### src/hw/gpio_led_pkg.sv
/*
  constants for the twelve-pin gpio/led controller: register map,
  field positions, reset values and sizes.
  assumes a 32-bit apb register bus with word-aligned registers.
*/
package gpio_led_pkg;
  localparam int pin_count = 12;
  localparam int lamp_count = 8;
  localparam int time_width = 64;
  localparam int addr_width = 8;
  localparam int sync_pin_lo = 8;
  localparam int sync_pin_hi = 9;

  // register byte offsets
  localparam logic [7:0] dir_off = 8'h00;
  localparam logic [7:0] od_off = 8'h04;
  localparam logic [7:0] out_off = 8'h08;
  localparam logic [7:0] in_off = 8'h0c;
  localparam logic [7:0] pol_off = 8'h10;
  localparam logic [7:0] edge_off = 8'h14;
  localparam logic [7:0] sts_off = 8'h18;
  localparam logic [7:0] mask_off = 8'h1c;
  localparam logic [7:0] lamp_en_off = 8'h20;
  localparam logic [7:0] cap_ctl_off = 8'h24;
  localparam logic [7:0] cap_lo_off = 8'h28;
  localparam logic [7:0] cap_hi_off = 8'h2c;
  localparam logic [7:0] cmp_lo_off = 8'h30;
  localparam logic [7:0] cmp_hi_off = 8'h34;
  localparam logic [7:0] time_lo_off = 8'h38;
  localparam logic [7:0] time_hi_off = 8'h3c;

  // status layout: bits 11:0 pin events, 12/13 capture, 14 compare
  localparam int cap_evt_bit = 12;
  localparam int cmp_evt_bit = 14;
  localparam int sts_width = 15;
  // capture control: read-only bit 0 shows which time-linked pin fed the capture
  localparam int cap_src_bit = 0;

  localparam logic [31:0] zero_word = 32'h0000_0000;
  localparam logic [11:0] pin_reset = 12'h000;
  localparam logic [7:0] lamp_reset = 8'h00;

  typedef enum logic [1:0] {
    mode_input,
    mode_push_pull,
    mode_open_drain
  } pin_mode_type;
endpackage : gpio_led_pkg

### src/hw/pin_event_detect.sv
/*
  per-pin event detector: level or edge sense with polarity select.
  assumes the pin value is already synchronous to pclk.
*/
`timescale 1ns/100ps
`default_nettype none
module pin_event_detect #(
  parameter int width = 12
) (
  input wire logic pclk, // system clock
  input wire logic presetn, // async reset, active low
  input wire logic [width-1:0] pin_value, // sampled pin levels
  input wire logic [width-1:0] polarity, // 1: high/rising, 0: low/falling
  input wire logic [width-1:0] edge_sense, // 1: edge, 0: level
  output logic [width-1:0] event_hit // one-cycle or level event
);
  logic [width-1:0] prev_value;

  always_ff @(posedge pclk or negedge presetn) begin
    if (!presetn) begin
      prev_value <= '0;
    end else begin
      prev_value <= pin_value;
    end
  end

  genvar i;
  generate
    for (i = 0; i < width; i++) begin : g_evt
      logic active_now;
      logic active_prev;
      assign active_now = pin_value[i] ~^ polarity[i];
      assign active_prev = prev_value[i] ~^ polarity[i];
      assign event_hit[i] = edge_sense[i] ? (active_now & ~active_prev) : active_now;
    end
  endgenerate
endmodule : pin_event_detect
`default_nettype wire

### src/hw/gpio_led_controller.sv
/*
  twelve-pin gpio/led controller with apb registers, pin interrupts,
  time-linked capture and compare on pins 8 and 9, and lamp mode on 7:0.
  assumes pins are synchronous to pclk, and that the 64-bit time value
  and lamp status come from the time unit and the switch ports.
*/
// Operation
// - twelve general-purpose pins, each configured on its own by software
// - each pin is input, push-pull output, or open-drain output pulling low
// - every pin raises an interrupt event with software-chosen polarity or edge
// - time-linked pin as input: its event captures the precise time value
// - time-linked pin as output: driven on a time target-compare event
// - lower eight pins switch by enable from general use to lamp output
// - lamp pins show four status attributes per network port, two ports
// - capture and compare use the common 64-bit tunable time value
`timescale 1ns/100ps
`default_nettype none
module gpio_led_controller
  import gpio_led_pkg::*;
#(
  parameter int pins = pin_count
) (
  input wire logic pclk, // system clock, 250 MHz
  input wire logic presetn, // async reset, active low
  input wire logic psel, // apb select
  input wire logic penable, // apb access phase
  input wire logic pwrite, // apb direction
  input wire logic [addr_width-1:0] paddr, // apb byte address
  input wire logic [31:0] pwdata, // apb write data
  output logic [31:0] prdata, // apb read data
  output logic pready, // apb ready
  output logic pslverr, // apb error on unmapped address
  input wire logic [pins-1:0] pin_in, // pin input levels
  output logic [pins-1:0] pin_out, // pin output levels
  output logic [pins-1:0] pin_oe, // high while the pin is driven
  input wire logic [time_width-1:0] ptp_time, // common 64-bit tunable clock
  input wire logic [3:0] port_one_status_lamps, // port one status, active high
  input wire logic [3:0] port_two_status_lamps, // port two status, active high
  output logic irq // level interrupt
);
  logic [pins-1:0] dir;
  logic [pins-1:0] open_drain;
  logic [pins-1:0] out_val;
  logic [pins-1:0] polarity;
  logic [pins-1:0] edge_sense;
  logic [lamp_count-1:0] lamp_en;
  logic [sts_width-1:0] status;
  logic [sts_width-1:0] mask;
  logic [time_width-1:0] cap_time;
  logic cap_src;
  logic [time_width-1:0] cmp_time;
  logic [pins-1:0] pin_event;
  logic cmp_hit;
  logic cmp_done;
  logic [1:0] cap_trig;
  logic [sts_width-1:0] set_bits;
  logic wr_en;
  logic rd_en;
  logic addr_ok;

  function automatic logic is_mapped(input logic [addr_width-1:0] a);
    case (a)
      dir_off, od_off, out_off, in_off, pol_off, edge_off, sts_off, mask_off,
      lamp_en_off, cap_ctl_off, cap_lo_off, cap_hi_off, cmp_lo_off, cmp_hi_off,
      time_lo_off, time_hi_off: is_mapped = 1'b1;
      default: is_mapped = 1'b0;
    endcase
  endfunction : is_mapped

  // every access completes in its first access cycle
  assign pready = 1'b1;
  assign addr_ok = is_mapped(paddr);
  assign pslverr = psel & penable & ~addr_ok;
  assign wr_en = psel & penable & pwrite & addr_ok;
  assign rd_en = psel & ~penable & ~pwrite;

  pin_event_detect #(
    .width(pins)
  ) u_detect (
    .pclk(pclk),
    .presetn(presetn),
    .pin_value(pin_in),
    .polarity(polarity),
    .edge_sense(edge_sense),
    .event_hit(pin_event)
  );

  // per-pin configuration registers
  always_ff @(posedge pclk or negedge presetn) begin
    if (!presetn) begin
      dir <= pin_reset;
      open_drain <= pin_reset;
      out_val <= pin_reset;
      polarity <= pin_reset;
      edge_sense <= pin_reset;
      lamp_en <= lamp_reset;
      mask <= '0;
    end else if (wr_en) begin
      case (paddr)
        dir_off: dir <= pwdata[pins-1:0];
        od_off: open_drain <= pwdata[pins-1:0];
        out_off: out_val <= pwdata[pins-1:0];
        pol_off: polarity <= pwdata[pins-1:0];
        edge_off: edge_sense <= pwdata[pins-1:0];
        lamp_en_off: lamp_en <= pwdata[lamp_count-1:0];
        mask_off: mask <= pwdata[sts_width-1:0];
        default: ;
      endcase
    end
  end

  // capture only counts for time-linked pins set as inputs
  assign cap_trig[0] = pin_event[sync_pin_lo] & ~dir[sync_pin_lo];
  assign cap_trig[1] = pin_event[sync_pin_hi] & ~dir[sync_pin_hi];

  always_ff @(posedge pclk or negedge presetn) begin
    if (!presetn) begin
      cap_time <= '0;
      cap_src <= 1'b0;
    end else if (|cap_trig) begin
      cap_time <= ptp_time;
      cap_src <= cap_trig[1] & ~cap_trig[0];
    end
  end

  capture_time_a: assert property (
    @(posedge pclk) disable iff (!presetn)
    (|cap_trig) |=> cap_time == $past(ptp_time))
    else $error("capture did not take the time value");
  capture_flag_a: assert property (
    @(posedge pclk) disable iff (!presetn)
    cap_trig[0] |=> status[cap_evt_bit])
    else $error("capture event not flagged");

  always_ff @(posedge pclk or negedge presetn) begin
    if (!presetn) begin
      cmp_time <= '0;
    end else if (wr_en && paddr == cmp_lo_off) begin
      cmp_time[31:0] <= pwdata;
    end else if (wr_en && paddr == cmp_hi_off) begin
      cmp_time[63:32] <= pwdata;
    end
  end

  // compare fires once per target; rewriting the target re-arms it
  // writing the low word first can match early against a stale high word
  assign cmp_hit = (ptp_time >= cmp_time) & ~cmp_done;

  always_ff @(posedge pclk or negedge presetn) begin
    if (!presetn) begin
      cmp_done <= 1'b1;
    end else if (wr_en && (paddr == cmp_lo_off || paddr == cmp_hi_off)) begin
      cmp_done <= 1'b0;
    end else if (cmp_hit) begin
      cmp_done <= 1'b1;
    end
  end

  compare_once_a: assert property (
    @(posedge pclk) disable iff (!presetn)
    (cmp_hit && !(wr_en && (paddr == cmp_lo_off || paddr == cmp_hi_off))) |=> !cmp_hit)
    else $error("compare fired twice");
  compare_arm_a: assert property (
    @(posedge pclk) disable iff (!presetn)
    (wr_en && (paddr == cmp_lo_off || paddr == cmp_hi_off)) |=> !cmp_done)
    else $error("target write did not re-arm compare");

  assign set_bits = {cmp_hit, cap_trig, pin_event};

  // sticky status, write one to clear; a new event wins over the clear
  always_ff @(posedge pclk or negedge presetn) begin
    if (!presetn) begin
      status <= '0;
    end else if (wr_en && paddr == sts_off) begin
      status <= (status & ~pwdata[sts_width-1:0]) | set_bits;
    end else begin
      status <= status | set_bits;
    end
  end

  event_sticky_a: assert property (
    @(posedge pclk) disable iff (!presetn)
    pin_event[0] |=> status[0])
    else $error("pin event lost");
  status_hold_a: assert property (
    @(posedge pclk) disable iff (!presetn)
    (status[3] && !(wr_en && paddr == sts_off && pwdata[3])) |=> status[3])
    else $error("status bit dropped without a clear");
  status_clear_a: assert property (
    @(posedge pclk) disable iff (!presetn)
    (wr_en && paddr == sts_off && pwdata[3] && !set_bits[3]) |=> !status[3])
    else $error("write one did not clear status");
  compare_flag_a: assert property (
    @(posedge pclk) disable iff (!presetn)
    cmp_hit |=> status[cmp_evt_bit])
    else $error("compare event not flagged");
  level_event_a: assert property (
    @(posedge pclk) disable iff (!presetn)
    (!edge_sense[3] && pin_in[3] == polarity[3]) |-> pin_event[3])
    else $error("level event missed");
  edge_event_a: assert property (
    @(posedge pclk) disable iff (!presetn)
    (edge_sense[3] && pin_event[3]) |->
      (pin_in[3] == polarity[3] && $past(pin_in[3]) != polarity[3]))
    else $error("edge event without an edge");

  always_ff @(posedge pclk or negedge presetn) begin
    if (!presetn) begin
      irq <= 1'b0;
    end else begin
      irq <= |(status & mask);
    end
  end

  irq_level_a: assert property (
    @(posedge pclk) disable iff (!presetn)
    (|(status & mask)) |=> irq)
    else $error("irq not raised");
  irq_quiet_a: assert property (
    @(posedge pclk) disable iff (!presetn)
    !(|(status & mask)) |=> !irq)
    else $error("irq raised with nothing pending");

  // pin drive: registered so outputs never glitch on config writes
  logic [pins-1:0] cmp_pulse_out;
  always_ff @(posedge pclk or negedge presetn) begin
    if (!presetn) begin
      cmp_pulse_out <= '0;
    end else begin
      cmp_pulse_out <= '0;
      cmp_pulse_out[sync_pin_lo] <= cmp_hit;
      cmp_pulse_out[sync_pin_hi] <= cmp_hit;
    end
  end

  compare_out_a: assert property (
    @(posedge pclk) disable iff (!presetn)
    (cmp_hit && dir[sync_pin_hi] && !open_drain[sync_pin_hi]) |=> ##1 pin_out[sync_pin_hi])
    else $error("compare event not on pin");

  logic [lamp_count-1:0] lamp_status;
  assign lamp_status = {port_two_status_lamps, port_one_status_lamps};

  logic [pins-1:0] level;
  logic [pins-1:0] drive;
  // lamp mode wins over direction and open drain, so a lamp never floats
  logic [pins-1:0] lamp_mode;
  always_comb begin
    level = out_val | cmp_pulse_out;
    drive = dir;
    lamp_mode = '0;
    for (int k = 0; k < lamp_count; k++) begin
      if (lamp_en[k]) begin
        level[k] = ~lamp_status[k];
        drive[k] = 1'b1;
        lamp_mode[k] = 1'b1;
      end
    end
  end

  always_ff @(posedge pclk or negedge presetn) begin
    if (!presetn) begin
      pin_out <= '0;
      pin_oe <= '0;
    end else begin
      for (int k = 0; k < pins; k++) begin
        // open drain drives only a low and floats otherwise
        if (open_drain[k] && !lamp_mode[k]) begin
          pin_out[k] <= 1'b0;
          pin_oe[k] <= drive[k] & ~level[k];
        end else begin
          pin_out[k] <= level[k];
          pin_oe[k] <= drive[k];
        end
      end
    end
  end

  open_drain_a: assert property (
    @(posedge pclk) disable iff (!presetn)
    ($past(open_drain[1]) && !$past(lamp_en[1])) |-> !pin_out[1])
    else $error("open drain pin drove high");
  push_pull_a: assert property (
    @(posedge pclk) disable iff (!presetn)
    ($past(dir[0]) && !$past(open_drain[0]) && !$past(lamp_en[0])) |->
      (pin_oe[0] && pin_out[0] == $past(out_val[0])))
    else $error("push-pull pin not driving its level");
  input_float_a: assert property (
    @(posedge pclk) disable iff (!presetn)
    ($past(dir[10]) == 1'b0) |-> !pin_oe[10])
    else $error("input pin driven");
  compare_gate_a: assert property (
    @(posedge pclk) disable iff (!presetn)
    !$past(dir[sync_pin_hi]) |-> !pin_oe[sync_pin_hi])
    else $error("time-linked input pin driven");
  lamp_low_a: assert property (
    @(posedge pclk) disable iff (!presetn)
    (lamp_en[0] && port_one_status_lamps[0]) |=> (pin_oe[0] && !pin_out[0]))
    else $error("active lamp not driven low");
  lamp_high_a: assert property (
    @(posedge pclk) disable iff (!presetn)
    (lamp_en[1] && !port_one_status_lamps[1]) |=> (pin_oe[1] && pin_out[1]))
    else $error("idle lamp not driven high");
  lamp_two_a: assert property (
    @(posedge pclk) disable iff (!presetn)
    (lamp_en[4] && !port_two_status_lamps[0]) |=> (pin_oe[4] && pin_out[4]))
    else $error("port two lamp on wrong pin");
  lamp_off_a: assert property (
    @(posedge pclk) disable iff (!presetn)
    (!$past(lamp_en[2]) && !$past(dir[2])) |-> !pin_oe[2])
    else $error("disabled lamp pin still driven");

  // read data registered in the setup cycle, ready in the access cycle
  always_ff @(posedge pclk or negedge presetn) begin
    if (!presetn) begin
      prdata <= zero_word;
    end else if (rd_en) begin
      prdata <= zero_word;
      case (paddr)
        dir_off: prdata[pins-1:0] <= dir;
        od_off: prdata[pins-1:0] <= open_drain;
        out_off: prdata[pins-1:0] <= out_val;
        in_off: prdata[pins-1:0] <= pin_in;
        pol_off: prdata[pins-1:0] <= polarity;
        edge_off: prdata[pins-1:0] <= edge_sense;
        sts_off: prdata[sts_width-1:0] <= status;
        mask_off: prdata[sts_width-1:0] <= mask;
        lamp_en_off: prdata[lamp_count-1:0] <= lamp_en;
        cap_ctl_off: prdata[cap_src_bit] <= cap_src;
        cap_lo_off: prdata <= cap_time[31:0];
        cap_hi_off: prdata <= cap_time[63:32];
        cmp_lo_off: prdata <= cmp_time[31:0];
        cmp_hi_off: prdata <= cmp_time[63:32];
        time_lo_off: prdata <= ptp_time[31:0];
        time_hi_off: prdata <= ptp_time[63:32];
        default: prdata <= zero_word;
      endcase
    end
  end

endmodule : gpio_led_controller
`default_nettype wire

### config.mk
export PLATFORM = sky130hd
export DESIGN_NAME = gpio_led_controller
export DESIGN_NICKNAME = d
export VERILOG_FILES = /design/src/hw/gpio_led_pkg.sv /design/src/hw/pin_event_detect.sv /design/src/hw/gpio_led_controller.sv
export SDC_FILE = /design/constraint.sdc
export NUM_CORES = 1
export LEC_CHECK = 0
export BUFFER_PORTS_ARGS = -buffer_cell sky130_fd_sc_hd__buf_2
export CAP_MARGIN = 25
export CORE_ASPECT_RATIO = 0.5
export CORE_MARGIN = 2
export CORE_UTILIZATION = 30
export CTS_CLUSTER_SIZE = 10
export DETAILED_ROUTE_END_ITERATION = 10
export GPL_TIMING_DRIVEN = 0
export PLACE_DENSITY = 0.45
export SKIP_LAST_GASP = 1
export SLEW_MARGIN = 20
export SYNTH_ARGS = -nofsm -noshare
export SYNTH_HDL_FRONTEND = slang
export SYNTH_HIERARCHICAL = 1
export SYNTH_SLANG_ARGS = --single-unit
### constraint.sdc
create_clock -name pclk -period 4.2 [get_ports pclk]
set_input_delay 0.63 -clock pclk [delete_from_list [all_inputs] [get_ports pclk]]
set_output_delay 0.63 -clock pclk [all_outputs]
set_load 0.01 [all_outputs]
==> results of run 1 <==
==> cells in the mapped netlist, types with 4 or more instances <==
library cell / n / share of area (%)
and3_1: 4 / 0.16
ha_1: 64 / 5.2
nand3b_1: 8 / 0.39
a2111oi_0: 4 / 0.23
a221oi_1: 20 / 1.1
o21ai_0: 94 / 3.1
a21oi_1: 43 / 1.4
buf_4: 17 / 0.84
a22o_1: 37 / 2.1
nor3_2: 4 / 0.26
a21o_1: 24 / 1.2
nand4_1: 11 / 0.45
clkbuf_1: 24 / 0.59
a21boi_0: 13 / 0.64
nor2_2: 4 / 0.16
a32oi_1: 8 / 0.46
o22ai_1: 7 / 0.29
mux2_2: 144 / 11
nor2_1: 60 / 1.5
buf_2: 33 / 1.1
and2_1: 4 / 0.16
buf_6: 7 / 0.52
nand3_1: 19 / 0.62
a22oi_1: 60 / 3.0
nor3_4: 6 / 0.64
mux2_1: 4 / 0.30
a222oi_1: 6 / 0.39
o211ai_1: 11 / 0.54
inv_1: 65 / 1.6
mux2i_1: 20 / 1.3
o21ai_1: 6 / 0.20
or4b_1: 4 / 0.26
nor2b_1: 6 / 0.25
a31oi_1: 22 / 0.90
a211oi_1: 4 / 0.20
nand2_1: 140 / 3.4
nor4_1: 8 / 0.33
dfrtp_1: 297 / 49
nand2b_1: 20 / 0.82
nor3_1: 17 / 0.56
==> worst max path at each step <==
stage	from	endpoint	depth (start not counted)
after floorplan	pin_in[9]	cap_time[16]	7
after global placement	presetn	pin_out[6]	1
after detailed placement	ptp_time[23]	cmp_pulse_out[8]	8
after CTS	cmp_time[21]	cmp_pulse_out[8]	8
after global routing	cmp_time[23]	cmp_pulse_out[8]	8
final	cmp_time[21]	cmp_pulse_out[8]	8
==> final cells by class <==
cell class / instances / area (µm²)
inverter: 65 / 244
clock buffer: 46 / 980
clock inverter: 1 / 8.76
sequential: 298 / 7460
buffer: 88 / 495
multi-input combinational: 949 / 7090
fill: 5171 / 32100
tap: 690 / 863
timing repair buffer: 179 / 1000
==> registers in the layout (all words and copies together) (netlist names), 15 cells and up <==
name	flops
status	15
cap_time	64
mask	15
prdata	32
cmp_time	64
==> kinds of logic (layout without fill, tap and decap cells) <==
family                   after synthesis  in the layout  synth area share (%)
other                                  1              1                0.0246
multiplexers                         171            171                  12.7
AND/OR/NAND/NOR                      336            336                  11.5
flip-flops                           298            298                  48.9
adder cells (fa/ha/maj)               65             65                  5.31
buffers and inverters                153            379                  4.85
XOR/XNOR                               2              2                 0.115
AO/OA/AOI/OAI                        374            374                  16.6
==> per-stage QoR <==
stage	area, µm²	setup TNS (ns)
after floorplan	15300	0
after detailed placement	17200	0
after CTS	18100	0
after global placement	17000	-1101.32
after global routing	18100	0
final	18100	0
==> report_power, final <==
group / switching [mW] / internal (mW) / leakage [nW]
Clock: 1.25 / 1.61 / 0.483
Combinational: 0.368 / 0.208 / 4.34
Sequential: 0.0486 / 2.96 / 3.55
==> per-layer routing <==
layer | share of wire (%) | vias to the layer above
met3 | 7.1 | 113
met4 | 2.8 | 0
met2 | 45 | 496
li1 | - | 5556
met5 | 0 | -
met1 | 46 | 6355
==> qor.csv, run 1 <==
metric;value;unit
maxCapViolations;0;
grt_use_met1;33.4;%
drc_errors;0;
p_total;6.44;mW
seq_area_frac_synth;48.9;%
cp_num_buf_inv;1;
routedWlPerCell;26.9;µm
crit_chain;inv_1 -> ha_1 -> nand4_1 -> nor4_1 -> o21ai_0 -> a21oi_1 -> o21ai_0 -> a21oi_1;
rr_startpoint;cmp_time[21];
worst_setup_path_end_kind;flop;
syn_inst;1400;
synth_ff_type;dfrtp_1;
critical_path.slowest_cell;nor4_1;
relSlewSlack;28.5;%
utilization;36.1;%
antenna_found_initial;0;
leakage;8.37;nW
final_common_cell;dfrtp_1;
synth_edf_count;0;
ys_warn_count;6;
die-area;52800;µm²
grt-ovfl-total;0;
reg2reg_depth;8;
max_freq;0.300;GHz
post_cts_buffers;0;
violations;hold timing;
crit_fanout;3;
num_vias;12500;
synth.net_count;1593;
first_global_vias;12500;
antenna_left;0;
dr.pass1.iters;7;
outcome;finished with violations;
ys_seq_elements;298;
netlist_area;15300;µm²
dp_cells;2269;
drv_slew;0;
drt_iter0_drc;1119;
die_width;323;µm
final_cells;2316;
rsz0062_at_grt;no;
r2r_slack;0.87;ns
worstSetupStartpointType;flop;
top_usage_layer;met2;
core_area;50200;µm²
dp_slack;0.598;ns
hold_viol;4;
vias_per_cell;5.41;
cts_max_level;2;
async_flop_share;100;%
ir_drop;0.000202;V
cts-root-buf;clkbuf_16;
cts_resized;0;
numCtsBuffers;36;
fin_ws;0.871;ns
worst_slew_pin_slew;1.07;ns
place.gp.congestion;0.910;
clk_pin_slew;0.06;ns
syn_to_final_growth;18.9;%
clock-skew-final;0.0165;ns
pin_count;188;
clockBufferDepth;3;
finalNetCount;1810;
cts_tree;yes;
start_util;30.4;%
grt_util_met2;37.2;%
drt_wl_total;62300;µm
diodes;0;
crit_family;compound AO/OA/AOI/OAI gates;
grt_start_max_net_pins;78;
globalRouteMet3Util;4.40;%
clock_latency;0.54;ns
worstPathRequired;4.55;ns
io_buffers;171;
min_path_type;input pin to asynchronous set/reset pin;
critPathKind;flop to flop;
drive_gt1_share;27.9;%
setup_viol;0;
dp_hpwl;44700;µm
cellPowerDensity;355;nW/µm²
layout_worst_path_cycle_share;79.3;%
grt_pass1_wl;90000;µm
synth_cell_types;74;
syn_avg_cell_area;10.9;µm²
regToRegEndpoint;cmp_pulse_out[8];
die_height;163;µm
fin_crit;3.33;ns
fp-row-count;58;
arrival;3.68;ns
whs;-0.00867;ns
track_usage;23.7;%
max_stage_delay;0.83;ns
layout_common_cells;dfrtp_1, buf_2, mux2_2, nand2_1, o21ai_0;
clkSinkCount;298;
hold_buffers;0;
Power figures use the tool's default switching activity.
==> inputs of run 2 (changes only) <==
==> constraint.sdc (replaced) <==
create_clock -name pclk -period 3.5 [get_ports pclk]
set_input_delay 0.525 -clock pclk [delete_from_list [all_inputs] [get_ports pclk]]
set_output_delay 0.525 -clock pclk [all_outputs]
set_load 0.01 [all_outputs]
==> run 2 against run 1 <==
- non-clock buffer count grew 1
- largest cell class unchanged
- the flow now finishes without violations
- count of clock-buffer cells in the layout is the same
- highest routed layer unchanged
- combinational power grew 20%
- critical path type unchanged
- worst hold slack gained 0.16 ns
- clock skew shrank 0.0014 ns
- critical endpoint unchanged
==> qor.csv, run 2 (same netlist as run 1, synthesis figures left out) <==
metric;value;unit
max_freq;0.299;GHz
r2r_slack;0.15;ns
antenna_found_initial;0;
core_area;50200;µm²
layout_common_cells;dfrtp_1, buf_2, mux2_2, nand2_1, o21ai_0;
grt-ovfl-total;0;
first_global_vias;12500;
critical_path.slowest_cell;nor4_1;
dr.pass1.iters;5;
drt_iter0_drc;1159;
regToRegEndpoint;cmp_pulse_out[8];
fin_ws;0.153;ns
nFillCells;5170;
finalNetCount;1811;
clockBufferDepth;3;
io_buffers;171;
vias_per_cell;5.39;
hold_viol;0;
reg2reg_depth;8;
grt_start_max_net_pins;78;
drv_slew;0;
layout_worst_path_cycle_share;95.6;%
leakage;8.37;nW
final_common_cell;dfrtp_1;
start_util;30.4;%
outcome;complete, no violations;
multi_input_area;7090;µm²
top_regs;cap_time x64, cmp_time x64, prdata x32;
dp_hpwl;44700;µm
holdPathEnd;u_detect/prev_value[7];
clkSinkCount;298;
antenna_left;0;
relSlewSlack;30.2;%
hold_depth;1;
worstSetupStartpointType;flop;
setup_viol;0;
min_path_type;input pin to flop;
rsz0062_at_grt;no;
crit_chain;inv_1 -> ha_1 -> nand4_1 -> nor4_1 -> o21ai_0 -> a21oi_1 -> o21ai_0 -> a21oi_1;
routedWlPerCell;26.9;µm
die-area;52800;µm²
num_vias;12500;
clock-skew-final;0.0151;ns
drc_errors;0;
arrival;3.69;ns
cts_max_level;2;
cellPowerDensity;426;nW/µm²
worst_setup_path_end_kind;flop;
cts_resized;0;
track_usage;23.7;%
crit_fanout;3;
place_area;17200;µm²
fin_crit;3.35;ns
dp_slack;0.00272;ns
grt_pass1_wl;90000;µm
syn_to_final_growth;19.0;%
maxCapViolations;0;
worstPathRequired;3.85;ns
diodes;0;
fp-row-count;58;
clock_latency;0.54;ns
max_stage_delay;0.83;ns
cts_tree;yes;
critPathKind;flop to flop;
drive_gt1_share;27.9;%
die_height;163;µm
place.gp.congestion;0.910;
pin_count;188;
cts-root-buf;clkbuf_16;
hold_start;pin_in[7];
worst_slew_pin_slew;1.05;ns
fin_area;18200;µm²
ir_drop;0.000242;V
numCtsBuffers;36;
drt_wl_total;62300;µm
clk_pin_slew;0.05;ns
die_width;323;µm
rr_startpoint;cmp_time[21];
regArea;7460;µm²
==> run 2: cell count changes in the layout (fill, tap and decap cells not counted) <==
cell	delta
dlygate4sd3_1	+1
==> run 2: power by group <==
part           leakage, nW  internal [mW]  switching [mW]
sequential            3.55           3.55          0.0581
clock                0.483           1.94            1.49
combinational         4.34          0.250           0.443
==> run 2: metal layers <==
| layer | wire length, µm | track usage [%] |
|---|---|---|
| met3 | 4350 | 4.40 |
| met4 | 1680 | 6.74 |
| met5 | 0 | 0 |
| met2 | 27800 | 37.2 |
| met1 | 28500 | 33.4 |
==> run 2: cell type report <==
cell class	instances	share of cell area, %
multi-input cells	949	39.1
plain buffers	88	2.73
flip-flops and latches	298	41.1
clock buffers	46	5.40
well taps	690	4.76
inverters	65	1.34
repair buffers	180	5.59
clock inverters	1	0.0482
==> run 2: how the worst max path moves through the flow <==
stage / start / end / cells past startpoint
6_report: cmp_time[21] / cmp_pulse_out[8] / 8
5_1_grt: cmp_time[23] / cmp_pulse_out[8] / 8
4_1_cts: cmp_time[21] / cmp_pulse_out[8] / 8
3_5_place_dp: ptp_time[23] / cmp_pulse_out[8] / 8
3_3_place_gp: presetn / pin_out[6] / 1
2_1_floorplan: pin_in[9] / cap_time[16] / 7
==> run 2: metrics by stage <==
| stage | setup TNS [ns] | util, % | total power, mW | instances | hold WS, ns |
|---|---|---|---|---|---|
| global placement | -1280.91 | 33.8 | 4.34 | 2261 | 0.457 |
| global route | 0 | 36.2 | 8.01 | 2317 | 0.148 |
| detailed placement | 0 | 34.2 | 4.36 | 2269 | 0.462 |
| floorplan | 0 | - | 3.95 | 1400 | 0.229 |
| finish | 0 | 36.2 | 7.73 | 2317 | 0.153 |
| CTS | 0 | 36.2 | 7.80 | 2317 | 0.145 |
==> run 2: timing repair <==
action,4_1_cts,5_1_grt
hold buffers,1,0
buffers inserted,0,0
endpoints found under the hold margin,49,0
==> run 2: critical path: cells and delay by family, from the launching register on <==
family                   cells  cell delay (ns)
AND/OR/NAND/NOR              2             1.03
AO/OA/AOI/OAI                4             1.41
flip-flops                   1             0.36
buffers and inverters        1             0.06
adder cells (fa/ha/maj)      1             0.30
